--- config.mk ---
export PLATFORM = sky130hd
export DESIGN_NAME = dscg_top
export DESIGN_NICKNAME = d
export VERILOG_FILES = /design/src/verilog/dscg_pkg.sv /design/src/verilog/dscg_top.sv
export SDC_FILE = /design/constraint.sdc
export NUM_CORES = 1
export LEC_CHECK = 0
export BUFFER_PORTS_ARGS = -buffer_cell sky130_fd_sc_hd__buf_2
export CAP_MARGIN = 5
export CORE_ASPECT_RATIO = 0.6
export CORE_MARGIN = 2
export CORE_UTILIZATION = 49
export CTS_CLUSTER_SIZE = 10
export DETAILED_ROUTE_END_ITERATION = 7
export PLACE_DENSITY = 0.8
export SYNTH_ARGS = -nofsm -noshare
export SYNTH_HDL_FRONTEND = slang
export SYNTH_SLANG_ARGS = --single-unit
export TNS_END_PERCENT = 1
--- constraint.sdc ---
create_clock -name core_clk -period 2.07 [get_ports core_clk]
set_clock_uncertainty 0.15 [all_clocks]
set_input_delay 0.3105 -clock core_clk [delete_from_list [all_inputs] [get_ports core_clk]]
set_output_delay 0.3105 -clock core_clk [all_outputs]
set_load 0.005 [all_outputs]
--- src/verilog/dscg_pkg.sv ---
// Constants and carrier types of the deep-sleep clock gating block
package dscg_pkg;

	// Register offsets (byte addresses)
	localparam logic [11:0] RUN_CFG_OFS    = 12'h100;
	localparam logic [11:0] RUN_GATE_OFS   = 12'h104;
	localparam logic [11:0] SLEEP_GATE_OFS = 12'h118;
	localparam logic [11:0] DEEP_GATE_OFS  = 12'h128;

	// Field positions in the gate registers
	localparam int unsigned PHY_BIT   = 30;
	localparam int unsigned MAC_BIT   = 28;
	localparam int unsigned PORT_LSB  = 0;
	localparam int unsigned NUM_PORTS = 8;
	localparam int unsigned NUM_UNITS = 10;

	// Field positions in the run clock configuration register
	localparam int unsigned ACG_BIT      = 0;
	localparam int unsigned SLEEP_ST_BIT = 1;
	localparam int unsigned DEEP_ST_BIT  = 2;

	// Writable bits of a gate register
	localparam logic [31:0] GATE_MASK = 32'h5000_00ff;

	// Reset values
	localparam logic [31:0] GATE_RST = 32'h0000_0000;
	localparam logic        ACG_RST  = 1'h0;

	// Avalon-MM request from the master
	typedef struct packed {
		logic        read;
		logic        write;
		logic [11:0] address;
		logic [3:0]  byteenable;
		logic [31:0] writedata;
	} dscg_bus_req_t;

	// Whole state of the block
	typedef struct packed {
		logic [31:0]          run;
		logic [31:0]          slp;
		logic [31:0]          deep;
		logic                 auto_clock_gate_select;
		logic                 wreq;
		logic [31:0]          rdata;
		logic [NUM_UNITS-1:0] clk_en;
		logic [NUM_UNITS-1:0] fault;
	} dscg_state_t;

endpackage

--- src/verilog/dscg_top.sv ---
// Peripheral clock gating control with run, sleep and deep-sleep gate registers
//
// Function
// - A unit gets its clock enable only while its applied gate bit is set.
// - An access strobe to a unit whose clock is gated off raises that unit's fault.
// - All gate bits reset to zero so every unit starts unclocked.
// - Three gate registers exist, for run, sleep and deep sleep at 0x128.
// - Sleep and deep-sleep gates apply only while the auto gating select bit is set.
// - Bit 30 of the deep-sleep gate register is the writable PHY gate.
// - Bit 28 of the deep-sleep gate register is the writable MAC gate.
// - Bits 7 to 0 are the writable gates for ports H down to A.
// - Positions without a unit behave as reserved read-only bits.
// - The sleep gate register at 0x118 has the same layout as the deep-sleep one.
//
// Added by the designer: the Avalon-MM interface to the registers.
`timescale 1ns/1ps

module dscg_top
	import dscg_pkg::*;
(
	input  wire logic                 core_clk,        // System clock, 125 MHz
	input  wire logic                 rstn,            // Asynchronous reset, active low
	input  wire dscg_bus_req_t        avs_req,         // Avalon-MM request group
	output logic [31:0]               avs_readdata,    // Avalon-MM read data
	output logic                      avs_waitrequest, // Avalon-MM wait request
	input  wire logic                 sleep_now,       // Core is in sleep mode
	input  wire logic                 deep_sleep_now,  // Core is in deep-sleep mode
	input  wire logic [NUM_UNITS-1:0] unit_sel,        // Access strobe per unit
	output logic [NUM_UNITS-1:0]      unit_clk_en,     // Clock enable per unit
	output logic [NUM_UNITS-1:0]      unit_fault       // Bus fault pulse per unit
);

	////////////////////////////////////////////////////////////////////////////////
	// Helpers

	// Gate vector of one register: PHY, MAC, ports H..A
	function automatic logic [NUM_UNITS-1:0] units_of(input logic [31:0] r);
		units_of = {r[PHY_BIT], r[MAC_BIT], r[PORT_LSB +: NUM_PORTS]};
	endfunction

	dscg_state_t st_ff;
	dscg_state_t nxt_st;
	logic [31:0] be_mask;
	logic [31:0] wr_mask;
	logic [31:0] rd_val;
	logic        req_on;
	logic        wr_take;

	////////////////////////////////////////////////////////////////////////////////
	// Byte lanes

	genvar gi;
	generate
		for (gi = 0; gi < 4; gi++)
		begin : g_lane
			assign be_mask[gi*8 +: 8] = {8{avs_req.byteenable[gi]}};
		end
	endgenerate

	assign wr_mask = be_mask & GATE_MASK;
	assign req_on  = avs_req.read | avs_req.write;
	assign wr_take = avs_req.write & ~st_ff.wreq;

	////////////////////////////////////////////////////////////////////////////////
	// Read multiplexer

	always_comb
	begin
		rd_val = 32'h0000_0000;
		case (avs_req.address)
			RUN_CFG_OFS:
			begin
				rd_val[ACG_BIT]      = st_ff.auto_clock_gate_select;
				rd_val[SLEEP_ST_BIT] = sleep_now;
				rd_val[DEEP_ST_BIT]  = deep_sleep_now;
			end
			RUN_GATE_OFS:   rd_val = st_ff.run & GATE_MASK;
			SLEEP_GATE_OFS: rd_val = st_ff.slp & GATE_MASK;
			DEEP_GATE_OFS:  rd_val = st_ff.deep & GATE_MASK;
			default:        rd_val = 32'h0000_0000;
		endcase
	end

	////////////////////////////////////////////////////////////////////////////////
	// Next state

	always_comb
	begin
		nxt_st = st_ff;

		// One wait cycle, then a single cycle of completion
		nxt_st.wreq = 1'b1;
		if (req_on && st_ff.wreq)
		begin
			nxt_st.wreq = 1'b0;
			if (avs_req.read)
			begin
				nxt_st.rdata = rd_val;
			end
		end

		// Writes take effect at the completing edge
		if (wr_take)
		begin
			case (avs_req.address)
				RUN_CFG_OFS:
				begin
					if (avs_req.byteenable[0])
					begin
						nxt_st.auto_clock_gate_select = avs_req.writedata[ACG_BIT];
					end
				end
				RUN_GATE_OFS:
				begin
					nxt_st.run = (st_ff.run & ~wr_mask)
						| (avs_req.writedata & wr_mask);
				end
				SLEEP_GATE_OFS:
				begin
					nxt_st.slp = (st_ff.slp & ~wr_mask)
						| (avs_req.writedata & wr_mask);
				end
				DEEP_GATE_OFS:
				begin
					nxt_st.deep = (st_ff.deep & ~wr_mask)
						| (avs_req.writedata & wr_mask);
				end
				default:
				begin
					nxt_st.auto_clock_gate_select = st_ff.auto_clock_gate_select;
				end
			endcase
		end

		// Applied gates follow the current power mode while auto gating is selected, else the run gates apply
		if (st_ff.auto_clock_gate_select && deep_sleep_now)
		begin
			nxt_st.clk_en = units_of(st_ff.deep);
		end
		else if (st_ff.auto_clock_gate_select && sleep_now)
		begin
			nxt_st.clk_en = units_of(st_ff.slp);
		end
		else
		begin
			nxt_st.clk_en = units_of(st_ff.run);
		end

		// Access to an unclocked unit faults
		nxt_st.fault = unit_sel & ~st_ff.clk_en;
	end

	////////////////////////////////////////////////////////////////////////////////
	// State register

	always_ff @(posedge core_clk or negedge rstn)
	begin
		if (!rstn)
		begin
			st_ff.run    <= GATE_RST;
			st_ff.slp    <= GATE_RST;
			st_ff.deep   <= GATE_RST;
			st_ff.auto_clock_gate_select    <= ACG_RST;
			st_ff.wreq   <= 1'b1;
			st_ff.rdata  <= 32'h0000_0000;
			st_ff.clk_en <= '0;
			st_ff.fault  <= '0;
		end
		else
		begin
			st_ff <= nxt_st;
		end
	end

	assign avs_readdata    = st_ff.rdata;
	assign avs_waitrequest = st_ff.wreq;
	assign unit_clk_en     = st_ff.clk_en;
	assign unit_fault      = st_ff.fault;
endmodule

After elaboration in Yosys (flattened, before gate mapping)

Cells that the tools add are included.

Add/sub/neg operators: 0
$mul: 0
Div/mod/pow operators: 0
$lt $le $gt $ge: 0
Eq/ne operators: 4
Shifts and indexed selects: 0
Muxes and demuxes: 6
Bitwise logic cells: 13
Reductions and logical operators: 8

Operator list:

| operator                                                               | number |
|---|---|
| 32-bit bitwise AND                                                     | 3 |
| 32-bit OR                                                              | 3 |
| 28-bit case mux with 3 select lines                                    | 1 |
| 12-bit by 9-bit equality test with 1-bit output, second input constant | 4 |
| 33-bit two-way mux                                                     | 1 |
| 32-bit by 31-bit bitwise AND with 32-bit output                        | 1 |
| 32-bit two-way mux                                                     | 1 |
| 31-bit inverter with 32-bit output                                     | 1 |
| 10-bit two-way mux                                                     | 2 |
| 3-bit case mux with 4 select lines                                     | 1 |
| 10-bit bitwise AND                                                     | 1 |
| 10-bit inverter                                                        | 1 |
| 2-bit AND reduction                                                    | 4 |
| 1-bit logical AND                                                      | 3 |
| 3-bit AND reduction                                                    | 1 |
| 1-bit bitwise AND                                                      | 1 |
| 1-bit inverter                                                         | 1 |
| 1-bit OR                                                               | 1 |

Register bits after elaboration: 150
Bits in latches: 0
Bits in writable memories: 0
Memory bits (read-only): 0
Input bits: 64
Word-level logic and storage cells: 39
Memories: 0

Logic depth before layout (Yosys ltp)

Gate-level depths: netlist (run 1).

Depth in word-level cells: 4
Depth in mapped cells: 5
Gate-level depth less buffers: 4

Worst setup path after synthesis (run 1)

OpenSTA, ideal clock, no wires.

Path kind: input -> register
From: input port avs_req[37] in the netlist's numbering
To: register with a tool-made name
Setup time: 125 ps
Data arrival time: 1,605 ps
Data required time: 1,795 ps
Slack: 190 ps
Cell stages on the path: 5
Buffers on the path: 1
Cell sequence: nor4b_4 > nand4_4 > buf_6 > nor3_4 > mux2_2

RTL lines:

| what               | line           | source |
|---|---|---|
| start: declaration | dscg_top.sv:23 | `input wire dscg_bus_req_t avs_req,` |

==> results of run 1 <==
==> final cells by class <==
type | count | area [sq um]
fillers | 499 | 2560
flip-flops and latches | 62 | 1550
multi-input cells | 154 | 1230
repair buffers | 87 | 510
clock buffers | 10 | 138
well taps | 84 | 105
clock inverters | 6 | 61.3
==> kinds of logic after synthesis <==
kind of cell	count (synthesis)	synth area share [%]
simple gates	46	11.0
buf+inv	60	13.9
compound gates	55	14.5
flops	62	49.4
mux	31	11.1
other cells	1	0.119
==> placed cells by master (no fill, tap or decap), drive strengths merged <==
| master | count |
|---|---|
| buf | 84 |
| dfrtp | 61 |
| mux2 | 31 |
| a22o | 26 |
| conb | 22 |
| nor2b | 12 |
| clkbuf | 10 |
| a22oi | 9 |
| o2bb2ai | 9 |
| nand2 | 6 |
| nor3 | 6 |
| o21ai | 5 |
| nor2 | 4 |
| clkinv | 4 |
| and2b | 3 |
| dlygate4sd3 | 3 |
| nand3 | 3 |
| nand4b | 2 |
| and2 | 2 |
| a221o | 2 |
| or2b | 1 |
| nor4b | 1 |
| nand4 | 1 |
| nor4 | 1 |
| and4 | 1 |
| or4b | 1 |
| a211oi | 1 |
| a21o | 1 |
| and4bb | 1 |
| a31oi | 1 |
| a32o | 1 |
| nand2b | 1 |
| dfstp | 1 |
| bufinv | 1 |
| clkinvlp | 1 |
==> power breakdown <==
part	internal, uW	total, uW	switching (uW)	leakage (uW)
combinational	65.4	170	105	0.000885
clock	583	1050	465	0.000102
sequential	1230	1230	5.07	0.000840
total	1870	2450	575	0.00183
==> per-layer routing <==
layer / vias up / share of wire, % / wire length, um / GRT usage [%]
met3: 12 / 10 / 666 / 7.59
met1: 1020 / 46 / 2950 / 27.3
li1: 988 / - / - / -
met4: 0 / 1.6 / 103 / 8.49
met5: - / 0 / 0 / 0
met2: 105 / 42 / 2730 / 27.2
==> stage by stage <==
stage	util, %	TNS [ps]	setup slack [ps]
2_1_floorplan	-	0	190
3_3_place_gp	54.7	-2.56	-1.67
3_5_place_dp	54.7	-186	-53.5
4_1_cts	58.4	0	97.2
5_1_grt	58.4	0	1.92
6_report	58.4	0	59.1
==> worst max-delay path by stage <==
| stage | end | slack (ps) |
|---|---|---|
| 5_1_grt | flip-flop | 2 |
| 2_1_floorplan | flip-flop | 190 |
| 3_3_place_gp | flip-flop | -2 |
| 4_1_cts | flip-flop | 100 |
| 6_report | flip-flop | 60 |
| 3_5_place_dp | flip-flop | -50 |
==> critical path: cells and delay by family <==
family | cells | cell delay [ps]
buf+inv | 3 | 780
simple gates | 3 | 600
mux | 1 | 380
==> results.md, run 1 <==
- Status: finished clean
- # DRC: 0
- Dpl cells: 384
- DR vias/cell: 5.27
- R2r setup slk: around 270 ps
- Initial DRC count: 139
- Hold_buf cts: 3
- P_leak: 0.00183 uW
- Post-synth cell types: 36
- Minimum clock period: 2010 ps
- Max-slew violations: 0
- Worst Path Required: 2150 ps
- Highest Clock Rate: ~500 MHz
- Clk_lat worst skew: 340 ps
- Crit path max fanout: 3
- Final setup vio count: 0
- Core area: 6170 sq um
- Input/output buffers: 70
- Unrepaired setup endpoints after global routing: false
- Crit-path cells: dlygate4sd3_1 -> buf_2 -> nor2b_1 -> buf_4 -> nand2_1 -> nor3_1 -> mux2_2
- Max_cap viols: 0
- Antenna Nets Post-Route: 0
- Fin crit share: 97.1%
- DR WL/cell: 16.0 um
- Ys async rst share: 100%
- Dpl cell area: 3370 sq um
- Power density cells: 680 nW/um^2
- Sequential area share after synthesis: 49.4%
- Worst Hold Class: primary input to flip-flop
- GP Congestion: 0.851
- Critical Path Source: avs_req[48]
- Finished Layout Cells: 403
- Seq cells post-synth: 62
- CTS clk-pin slew, worst paths: 70 ps
- First-pass GRT wire length: 10100 um
- I/O pins: 117
- FP Rows: 22
- Post-Syn Area per Cell: approximately 12 sq um
- Worst vdd ir: 0.335 mV
- Crit. End Element: flip-flop
- Post-synth top cells: dfrtp_1 (61), buf_4 (54), mux2_2 (31), a22o_1 (26), nor2b_1 (12)
- Root buffer cell: clkbuf_8
- DRT Pass-1 Iters: 4
- DRT Wirelength: around 6500 um
- Vias: 2125
- Starting Density: between 50% and 60%
- Total power: 2450 uW
- Worst reg2reg path startpoint: avs_waitrequest
- Final hold vios: 0
- Post-cts gate resize count: 0
- Count leader, synth: dfrtp_1
- Largest net degree at the start of global routing: 25
- Worst path max stage delay: 510 ps
- Vias in the first global route: 1947
- Area grow syn2layout: 14.5%
- HP Start: unit_sel[3]
- CP startpoint kind: primary input
- Synth top area cells: dfrtp_1 (49%), buf_4 (13%), mux2_2 (11%)
- Ys flop type: dfrtp_1
- FF-to-FF path depth: 5
- Final Cell Area: 3600 sq um
- Vert. Die Dim: about 66 um
- Post-CTS setup buffer count: 0
- Clock Tree Buf Depth: 2
- WP data arrival: 2090 ps
- Worst Path Class, Setup: primary input to flip-flop
- Critical-path top delay cell: dlygate4sd3_1
- Post-synth EDFFs: 0
- Final HPWL DP: around 4800 um
- Die area: 7090 sq um
- Total routing usage reported by global routing: around 20%
- Initial antenna violation count: 0
- Hold Worst Slack: ~32 ps
- Final nets: 378
- CTS H-tree depth: 3
- Synth top area share: 48.5%
- Yosys top cell by area: dfrtp_1
- Hold path cells: 2
- Yosys Warn Count: 0
- Hold path endpoint: unit_fault[3]
- CTS Buf Count: 9
- Antenna cells: 0
- Fraction of layout cells with a size suffix above 1: between 40% and 50%
- Cells after synthesis: 255
- GR Overflow Total: 0
- CTS tree: built
- Chip width: 107 um
- Syn Std Cell Area: 3140 sq um
- Clock sink total: 62
Note: power is estimated with default switching activity, not from simulation.
==> inputs of run 2 (changes only) <==
--- a/config.mk
+++ b/config.mk
@@ -5,14 +5,17 @@
 export SDC_FILE = /design/constraint.sdc
 export NUM_CORES = 1
 export LEC_CHECK = 0
+export ABC_CLOCK_PERIOD_IN_PS = 2070
 export BUFFER_PORTS_ARGS = -buffer_cell sky130_fd_sc_hd__buf_2
 export CAP_MARGIN = 5
+export CELL_PAD_IN_SITES_DETAIL_PLACEMENT = 1
+export CELL_PAD_IN_SITES_GLOBAL_PLACEMENT = 1
 export CORE_ASPECT_RATIO = 0.6
 export CORE_MARGIN = 2
-export CORE_UTILIZATION = 49
+export CORE_UTILIZATION = 38
 export CTS_CLUSTER_SIZE = 10
 export DETAILED_ROUTE_END_ITERATION = 7
-export PLACE_DENSITY = 0.8
+export PLACE_DENSITY_LB_ADDON = 0.1
 export SYNTH_ARGS = -nofsm -noshare
 export SYNTH_HDL_FRONTEND = slang
 export SYNTH_SLANG_ARGS = --single-unit
==> results.md, run 2 (synthesis gave the netlist of run 1 again) <==
- Status: finished clean (unchanged)
- Clock Tree Buf Depth: 2 (unchanged)
- Largest net degree at the start of global routing: 59 (was 25)
- Most Frequent Cell on Critical Path: buf_4
- Worst Path Class, Setup: flip-flop to flip-flop (was primary input to flip-flop)
- CTS clk-pin slew, worst paths: 50 ps (was 70 ps)
- Highest Clock Rate: 541 MHz (was 497 MHz)
- # DRC: 0 (unchanged)
- Crit path max fanout: 5 (was 3)
- Final Cell Area: 3820 sq um (was 3600 sq um)
- Core area: 7950 sq um (was 6170 sq um)
- Antenna Nets Post-Route: 0 (unchanged)
- Max-slew violations: 0 (unchanged)
- Grt met1 use: 25.4% (was 27.3%)
- First-pass GRT wire length: 11700 um (was 10100 um)
- Core Util, Final: 48.1% (was 58.4%)
- Hold path cells: 2 (unchanged)
- Final setup vio count: 0 (unchanged)
- Dpl cell area: 3440 sq um (was 3370 sq um)
- Layer with the highest usage: met2 (was met1)
- I/O pins: 117 (unchanged)
- WP data arrival: 1910 ps (was 2090 ps)
- Chip width: 121 um (was 107 um)
- Crit. End Element: flip-flop (unchanged)
- DRT Wirelength: 7520 um (was 6450 um)
- Power density cells: 824 nW/um^2 (was 680 nW/um^2)
- Fraction of layout cells with a size suffix above 1: 45.0% (was 44.2%)
- R2r setup slk: 220 ps (was 270 ps)
- Final HPWL DP: 5500 um (was 4770 um)
- Fin crit share: 89.3% (was 97.1%)
- Critical Path Source: avs_waitrequest (was avs_req[48])
- Clock sink total: 62 (unchanged)
- HP Start: avs_req[49] (was unit_sel[3])
- Commonest cells after routing, fill and taps aside: buf_2 (70), dfrtp_1 (61), mux2_2 (31) (unchanged)
- FP Rows: 25 (was 22)
- DR vias/cell: 4.89 (was 5.27)
- M3 GR Usage: 7.52% (was 7.59%)
- DR WL/cell: 17.5 um (was 16.0 um)
- Final hold vios: 0 (unchanged)
- Critical-path top delay cell: dfstp_2 (was dlygate4sd3_1)
- Worst vdd ir: 0.381 mV (was 0.335 mV)
- Vias: 2101 (was 2125)
- GP Congestion: 0.755 (was 0.851)
- CTS tree: built (unchanged)
- Antenna cells: 0 (unchanged)
- Crit-path leading delay family: simple AND/OR/NAND/NOR gates (was buffers and inverters)
- Post-CTS setup buffer count: 0 (unchanged)
- Clk_lat worst skew: 330 ps (was 340 ps)
- Worst path max stage delay: 380 ps (was 510 ps)
- Starting Density: 39.6% (was 51.0%)
- Initial DRC count: 79 (was 139)
- Hold path endpoint: avs_waitrequest (was unit_fault[3])
- Initial antenna violation count: 0 (unchanged)
- Worst Hold Class: primary input to flip-flop (unchanged)
- CTS Buf Count: 9 (unchanged)
- Unrepaired setup endpoints after global routing: false (unchanged)
- Final nets: 381 (was 378)
- GR Overflow Total: 0 (unchanged)
- Max_cap viols: 0 (unchanged)
- Commonest non-fill, non-tap cell in the layout: buf_2 (unchanged)
- Setup tns final: 0 ps (unchanged)
- Vias in the first global route: 2140 (was 1947)
- FF-to-FF path depth: 6 (was 5)
- Minimum clock period: 1850 ps (was 2010 ps)
- CP startpoint kind: flip-flop (was primary input)
- Worst reg2reg path startpoint: avs_waitrequest (unchanged)
- Die area: 9040 sq um (was 7090 sq um)
- P_leak: 0.00192 uW (was 0.00183 uW)
- Input/output buffers: 70 (unchanged)
- DRT Pass-1 Iters: 4 (unchanged)
- Crit-path cells: nor2b_1 -> buf_4 -> nand2_1 -> nor3_1 -> buf_4 -> mux2_2 (was dlygate4sd3_1 -> buf_2 -> nor2b_1 -> buf_4 -> nand2_1 -> nor3_1 -> mux2_2)
- Met2 GRT Util: 26.4% (was 27.2%)
- Total routing usage reported by global routing: 18.2% (was 19.6%)
- CTS H-tree depth: 3 (unchanged)
- Worst Path Required: 2130 ps (was 2150 ps)
- WP buf/inv: 2 (was 3)
- Root buffer cell: clkbuf_16 (was clkbuf_8)
- Area grow syn2layout: 21.4% (was 14.5%)
- Vert. Die Dim: 74.5 um (was 66.1 um)
## run 2: cell count changes in the layout (fill, tap and decap cells not counted), sizes merged
cell,change
buf,+4
bufinv,+1
clkinv,-4
clkinvlp,-1
dlygate4sd3,-1
clkbuf,+4
## run 2: power by group
group          switching, uW  internal [uW]  total [uW]  leakage (uW)
combinational            108           67.7         176      0.000908
sequential              5.52           1230        1230      0.000840
clock                    519           1220        1740      0.000175
total                    633           2510        3150       0.00192
## run 2: through the flow
stage               setup WS [ps]  hold slack, ps  total power [uW]  std cells
floorplan                     190            -135              1360        276
global placement             26.6           -8.64              1430        412
detailed placement           15.4           -10.2              1430        412
CTS                           234            4.96              3180        429
global route                  126            5.43              3280        430
finish                        222            21.1              3150        430
## run 2: worst max-delay path by stage
stage	endpoint	depth (start not counted)	slack, ps
finish	flip-flop	6	220
global route	flip-flop	6	130
detailed placement	flip-flop	6	20
CTS	flip-flop	6	230
floorplan	flip-flop	5	190
global placement	flip-flop	6	30
## run 2: metal layers
metal	wire length [um]	part of all wire, %	vias to the layer above
met5	0	0	-
li1	-	-	980
met4	19	0.25	0
met1	3750	50	1048
met3	576	7.7	2
met2	3180	42	71
## run 2: area by class of cell
cell class | instances | area, sq um
Fill cell | 870 | 4130
Clock inverter | 2 | 60.1
Multi-Input combinational cell | 154 | 1230
Tap cell | 108 | 135
Sequential cell | 62 | 1550
Timing Repair Buffer | 90 | 543
Clock buffer | 14 | 294
## run 2: repair_timing
item	CTS	global route
hold endpoints to repair	61	1
endpoints found under the setup margin	0	0
resized for setup	0	0
hold buffers	1	1
==> inputs of run 3 (changes only) <==
--- a/config.mk
+++ b/config.mk
@@ -10,11 +10,11 @@
 export CAP_MARGIN = 5
 export CELL_PAD_IN_SITES_DETAIL_PLACEMENT = 1
 export CELL_PAD_IN_SITES_GLOBAL_PLACEMENT = 1
-export CORE_ASPECT_RATIO = 0.6
 export CORE_MARGIN = 2
 export CORE_UTILIZATION = 38
 export CTS_CLUSTER_SIZE = 10
 export DETAILED_ROUTE_END_ITERATION = 7
+export HOLD_SLACK_MARGIN = 0.1
 export PLACE_DENSITY_LB_ADDON = 0.1
 export SYNTH_ARGS = -nofsm -noshare
 export SYNTH_HDL_FRONTEND = slang
==> results.md, run 3 (synthesis gave the netlist of run 1 again) <==
- Final HPWL DP: 5380 um (was 5500 um)
- Worst vdd ir: 0.397 mV (was 0.381 mV)
- Post-CTS setup buffer count: 0 (unchanged)
- Area grow syn2layout: 24.8% (was 21.4%)
- Vert. Die Dim: 95.0 um (was 74.5 um)
- Fin crit share: 93.6% (was 89.3%)
- Worst Path Required: 2140 ps (was 2130 ps)
- Max-slew violations: 0 (unchanged)
- CTS tree: built (unchanged)
- WP data arrival: 2010 ps (was 1910 ps)
- DRT Pass-1 Iters: 4 (unchanged)
- Met2 wire length: 3770 um (was 3180 um)
- Unrepaired setup endpoints after global routing: false (unchanged)
- Starting Density: 38.7% (was 39.6%)
- P_leak: 0.00197 uW (was 0.00192 uW)
- Initial DRC count: 40 (was 79)
- Input/output buffers: 70 (unchanged)
- Highest Clock Rate: 516 MHz (was 541 MHz)
- # DRC: 0 (unchanged)
- Max Used Layer: met4 (unchanged)
- Final hold vios: 0 (unchanged)
- Commonest cells after routing, fill and taps aside: buf_2 (70), dfrtp_1 (61), mux2_2 (31) (unchanged)
- CTS Buf Count: 9 (unchanged)
- FP Rows: 33 (was 25)
- Final setup vio count: 0 (unchanged)
- Worst path max stage delay: 520 ps (was 380 ps)
- Minimum clock period: 1940 ps (was 1850 ps)
- Total routing usage reported by global routing: 17.8% (was 18.2%)
- First-pass GRT wire length: 11800 um (was 11700 um)
- Initial antenna violation count: 0 (unchanged)
- Clock Tree Buf Depth: 2 (unchanged)
- Antenna cells: 0 (unchanged)
- WL met1: 3230 um (was 3750 um)
- Setup tns final: 0 ps (unchanged)
- Relative slew slack: 62.4%
- HP Start: avs_req[0] (was avs_req[49])
- CTS H-tree depth: 3 (unchanged)
- Hold Worst Slack: 123 ps (was 21.1 ps)
- Crit-path cells: dlygate4sd3_1 -> buf_2 -> nor2b_1 -> buf_4 -> nand2_1 -> nor3_1 -> buf_4 -> mux2_2 (was nor2b_1 -> buf_4 -> nand2_1 -> nor3_1 -> buf_4 -> mux2_2)
- Status: finished clean (unchanged)
- Vias: 2212 (was 2101)
- Root buffer cell: clkbuf_8 (was clkbuf_16)
- Clock sink total: 62 (unchanged)
- Total power: 2680 uW (was 3150 uW)
- DR WL/cell: 16.5 um (was 17.5 um)
- Max_cap viols: 0 (unchanged)
- Power density cells: 683 nW/um^2 (was 824 nW/um^2)
- Worst Path Class, Setup: primary input to flip-flop (was flip-flop to flip-flop)
- Worst reg2reg path startpoint: avs_waitrequest (unchanged)
- Die area: 9020 sq um (was 9040 sq um)
- Most Frequent Cell on Critical Path: buf_4 (unchanged)
- DRT Wirelength: 7440 um (was 7520 um)
- Fraction of layout cells with a size suffix above 1: 42.9% (was 45.0%)
- R2r setup slk: 360 ps (was 220 ps)
- Met3 WL: 327 um (was 576 um)
- Critical Path Source: avs_req[48] (was avs_waitrequest)
- Tightest Pin Transition: 564 ps
- Chip width: 95.0 um (was 121 um)
- Largest net degree at the start of global routing: 26 (was 59)
- CP startpoint kind: primary input (was flip-flop)
- DR vias/cell: 4.89 (about the same)
- Critical-path top delay cell: dlygate4sd3_1 (was dfstp_2)
- Clk_lat worst skew: 340 ps (was 330 ps)
- Crit path max fanout: 3 (was 5)
- CTS clk-pin slew, worst paths: 70 ps (was 50 ps)
- Core area: 8130 sq um (was 7950 sq um)
- GR Overflow Total: 0 (unchanged)
- Final nets: 406 (was 381)
- Vias in the first global route: 2261 (was 2140)
- Antenna Nets Post-Route: 0 (unchanged)
- Crit. End Element: flip-flop (unchanged)
- I/O pins: 117 (unchanged)
- Commonest non-fill, non-tap cell in the layout: buf_2 (unchanged)
- Worst Hold Class: primary input to flip-flop (unchanged)
- GP Congestion: 0.719 (was 0.755)
[run 3: cell count changes in the layout (fill, tap and decap cells not counted), moves of 5 or more]
cell           delta
dlygate4sd3_1    +21
clkbuf_16         -9
clkbuf_8          +7
buf_4             +5
[run 3: worst paths after layout]
check / end / depth (start not counted)
hold / removal: flip-flop / 2
max in group asynchronous: async pin / 3
hold reg to reg: unit_fault[5] / 1
setup reg to reg: flip-flop / 6
min in group asynchronous: unit_fault[3] / 2
setup / recovery: flip-flop / 8
[run 3: layer usage]
layer,GRT usage (%),vias up
li1,-,1030
met1,22.3,1105
met2,30.3,68
met3,3.83,9
met4,6.52,0
met5,0,-
[run 3: metrics by stage]
step | area, sq um | instances | util [%] | worst slack (ps)
2_1_floorplan | 3220 | 276 | - | 190
3_3_place_gp | 3460 | 413 | 42.5 | 55.9
3_5_place_dp | 3460 | 413 | 42.5 | 17.8
4_1_cts | 3920 | 452 | 48.2 | 108
5_1_grt | 3930 | 452 | 48.3 | 44.2
6_report | 3930 | 452 | 48.3 | 132
[run 3: what timing repair did]
item	4_1_cts	5_1_grt
hold endpoints to repair	57	0
resized for setup	0	1
endpoints found under the setup margin	0	3
hold buffers	23	0
[run 3: critical path: cells and delay by family]
| family | cells | cell delay (ps) |
|---|---|---|
| buffers and inverters | 4 | 950 |
| and+or+nand+nor | 3 | 430 |
| muxes | 1 | 330 |
[run 3: cell type report]
| class | instances | area, sq um |
|---|---|---|
| Clock buffer | 13 | 169 |
| Multi-Input combinational cell | 154 | 1240 |
| Timing Repair Buffer | 115 | 771 |
| Tap cell | 105 | 131 |
| Sequential cell | 62 | 1550 |
| Clock inverter | 3 | 65.1 |
| Fill cell | 871 | 4210 |
[run 3: where the power goes]
group | total, uW | switching (uW) | leakage [uW] | internal, uW
Combinational | 214 | 115 | 0.00101 | 98.4
Clock | 1230 | 459 | 0.000120 | 775
Sequential | 1230 | 5.50 | 0.000840 | 1230
Total | 2680 | 579 | 0.00197 | 2100
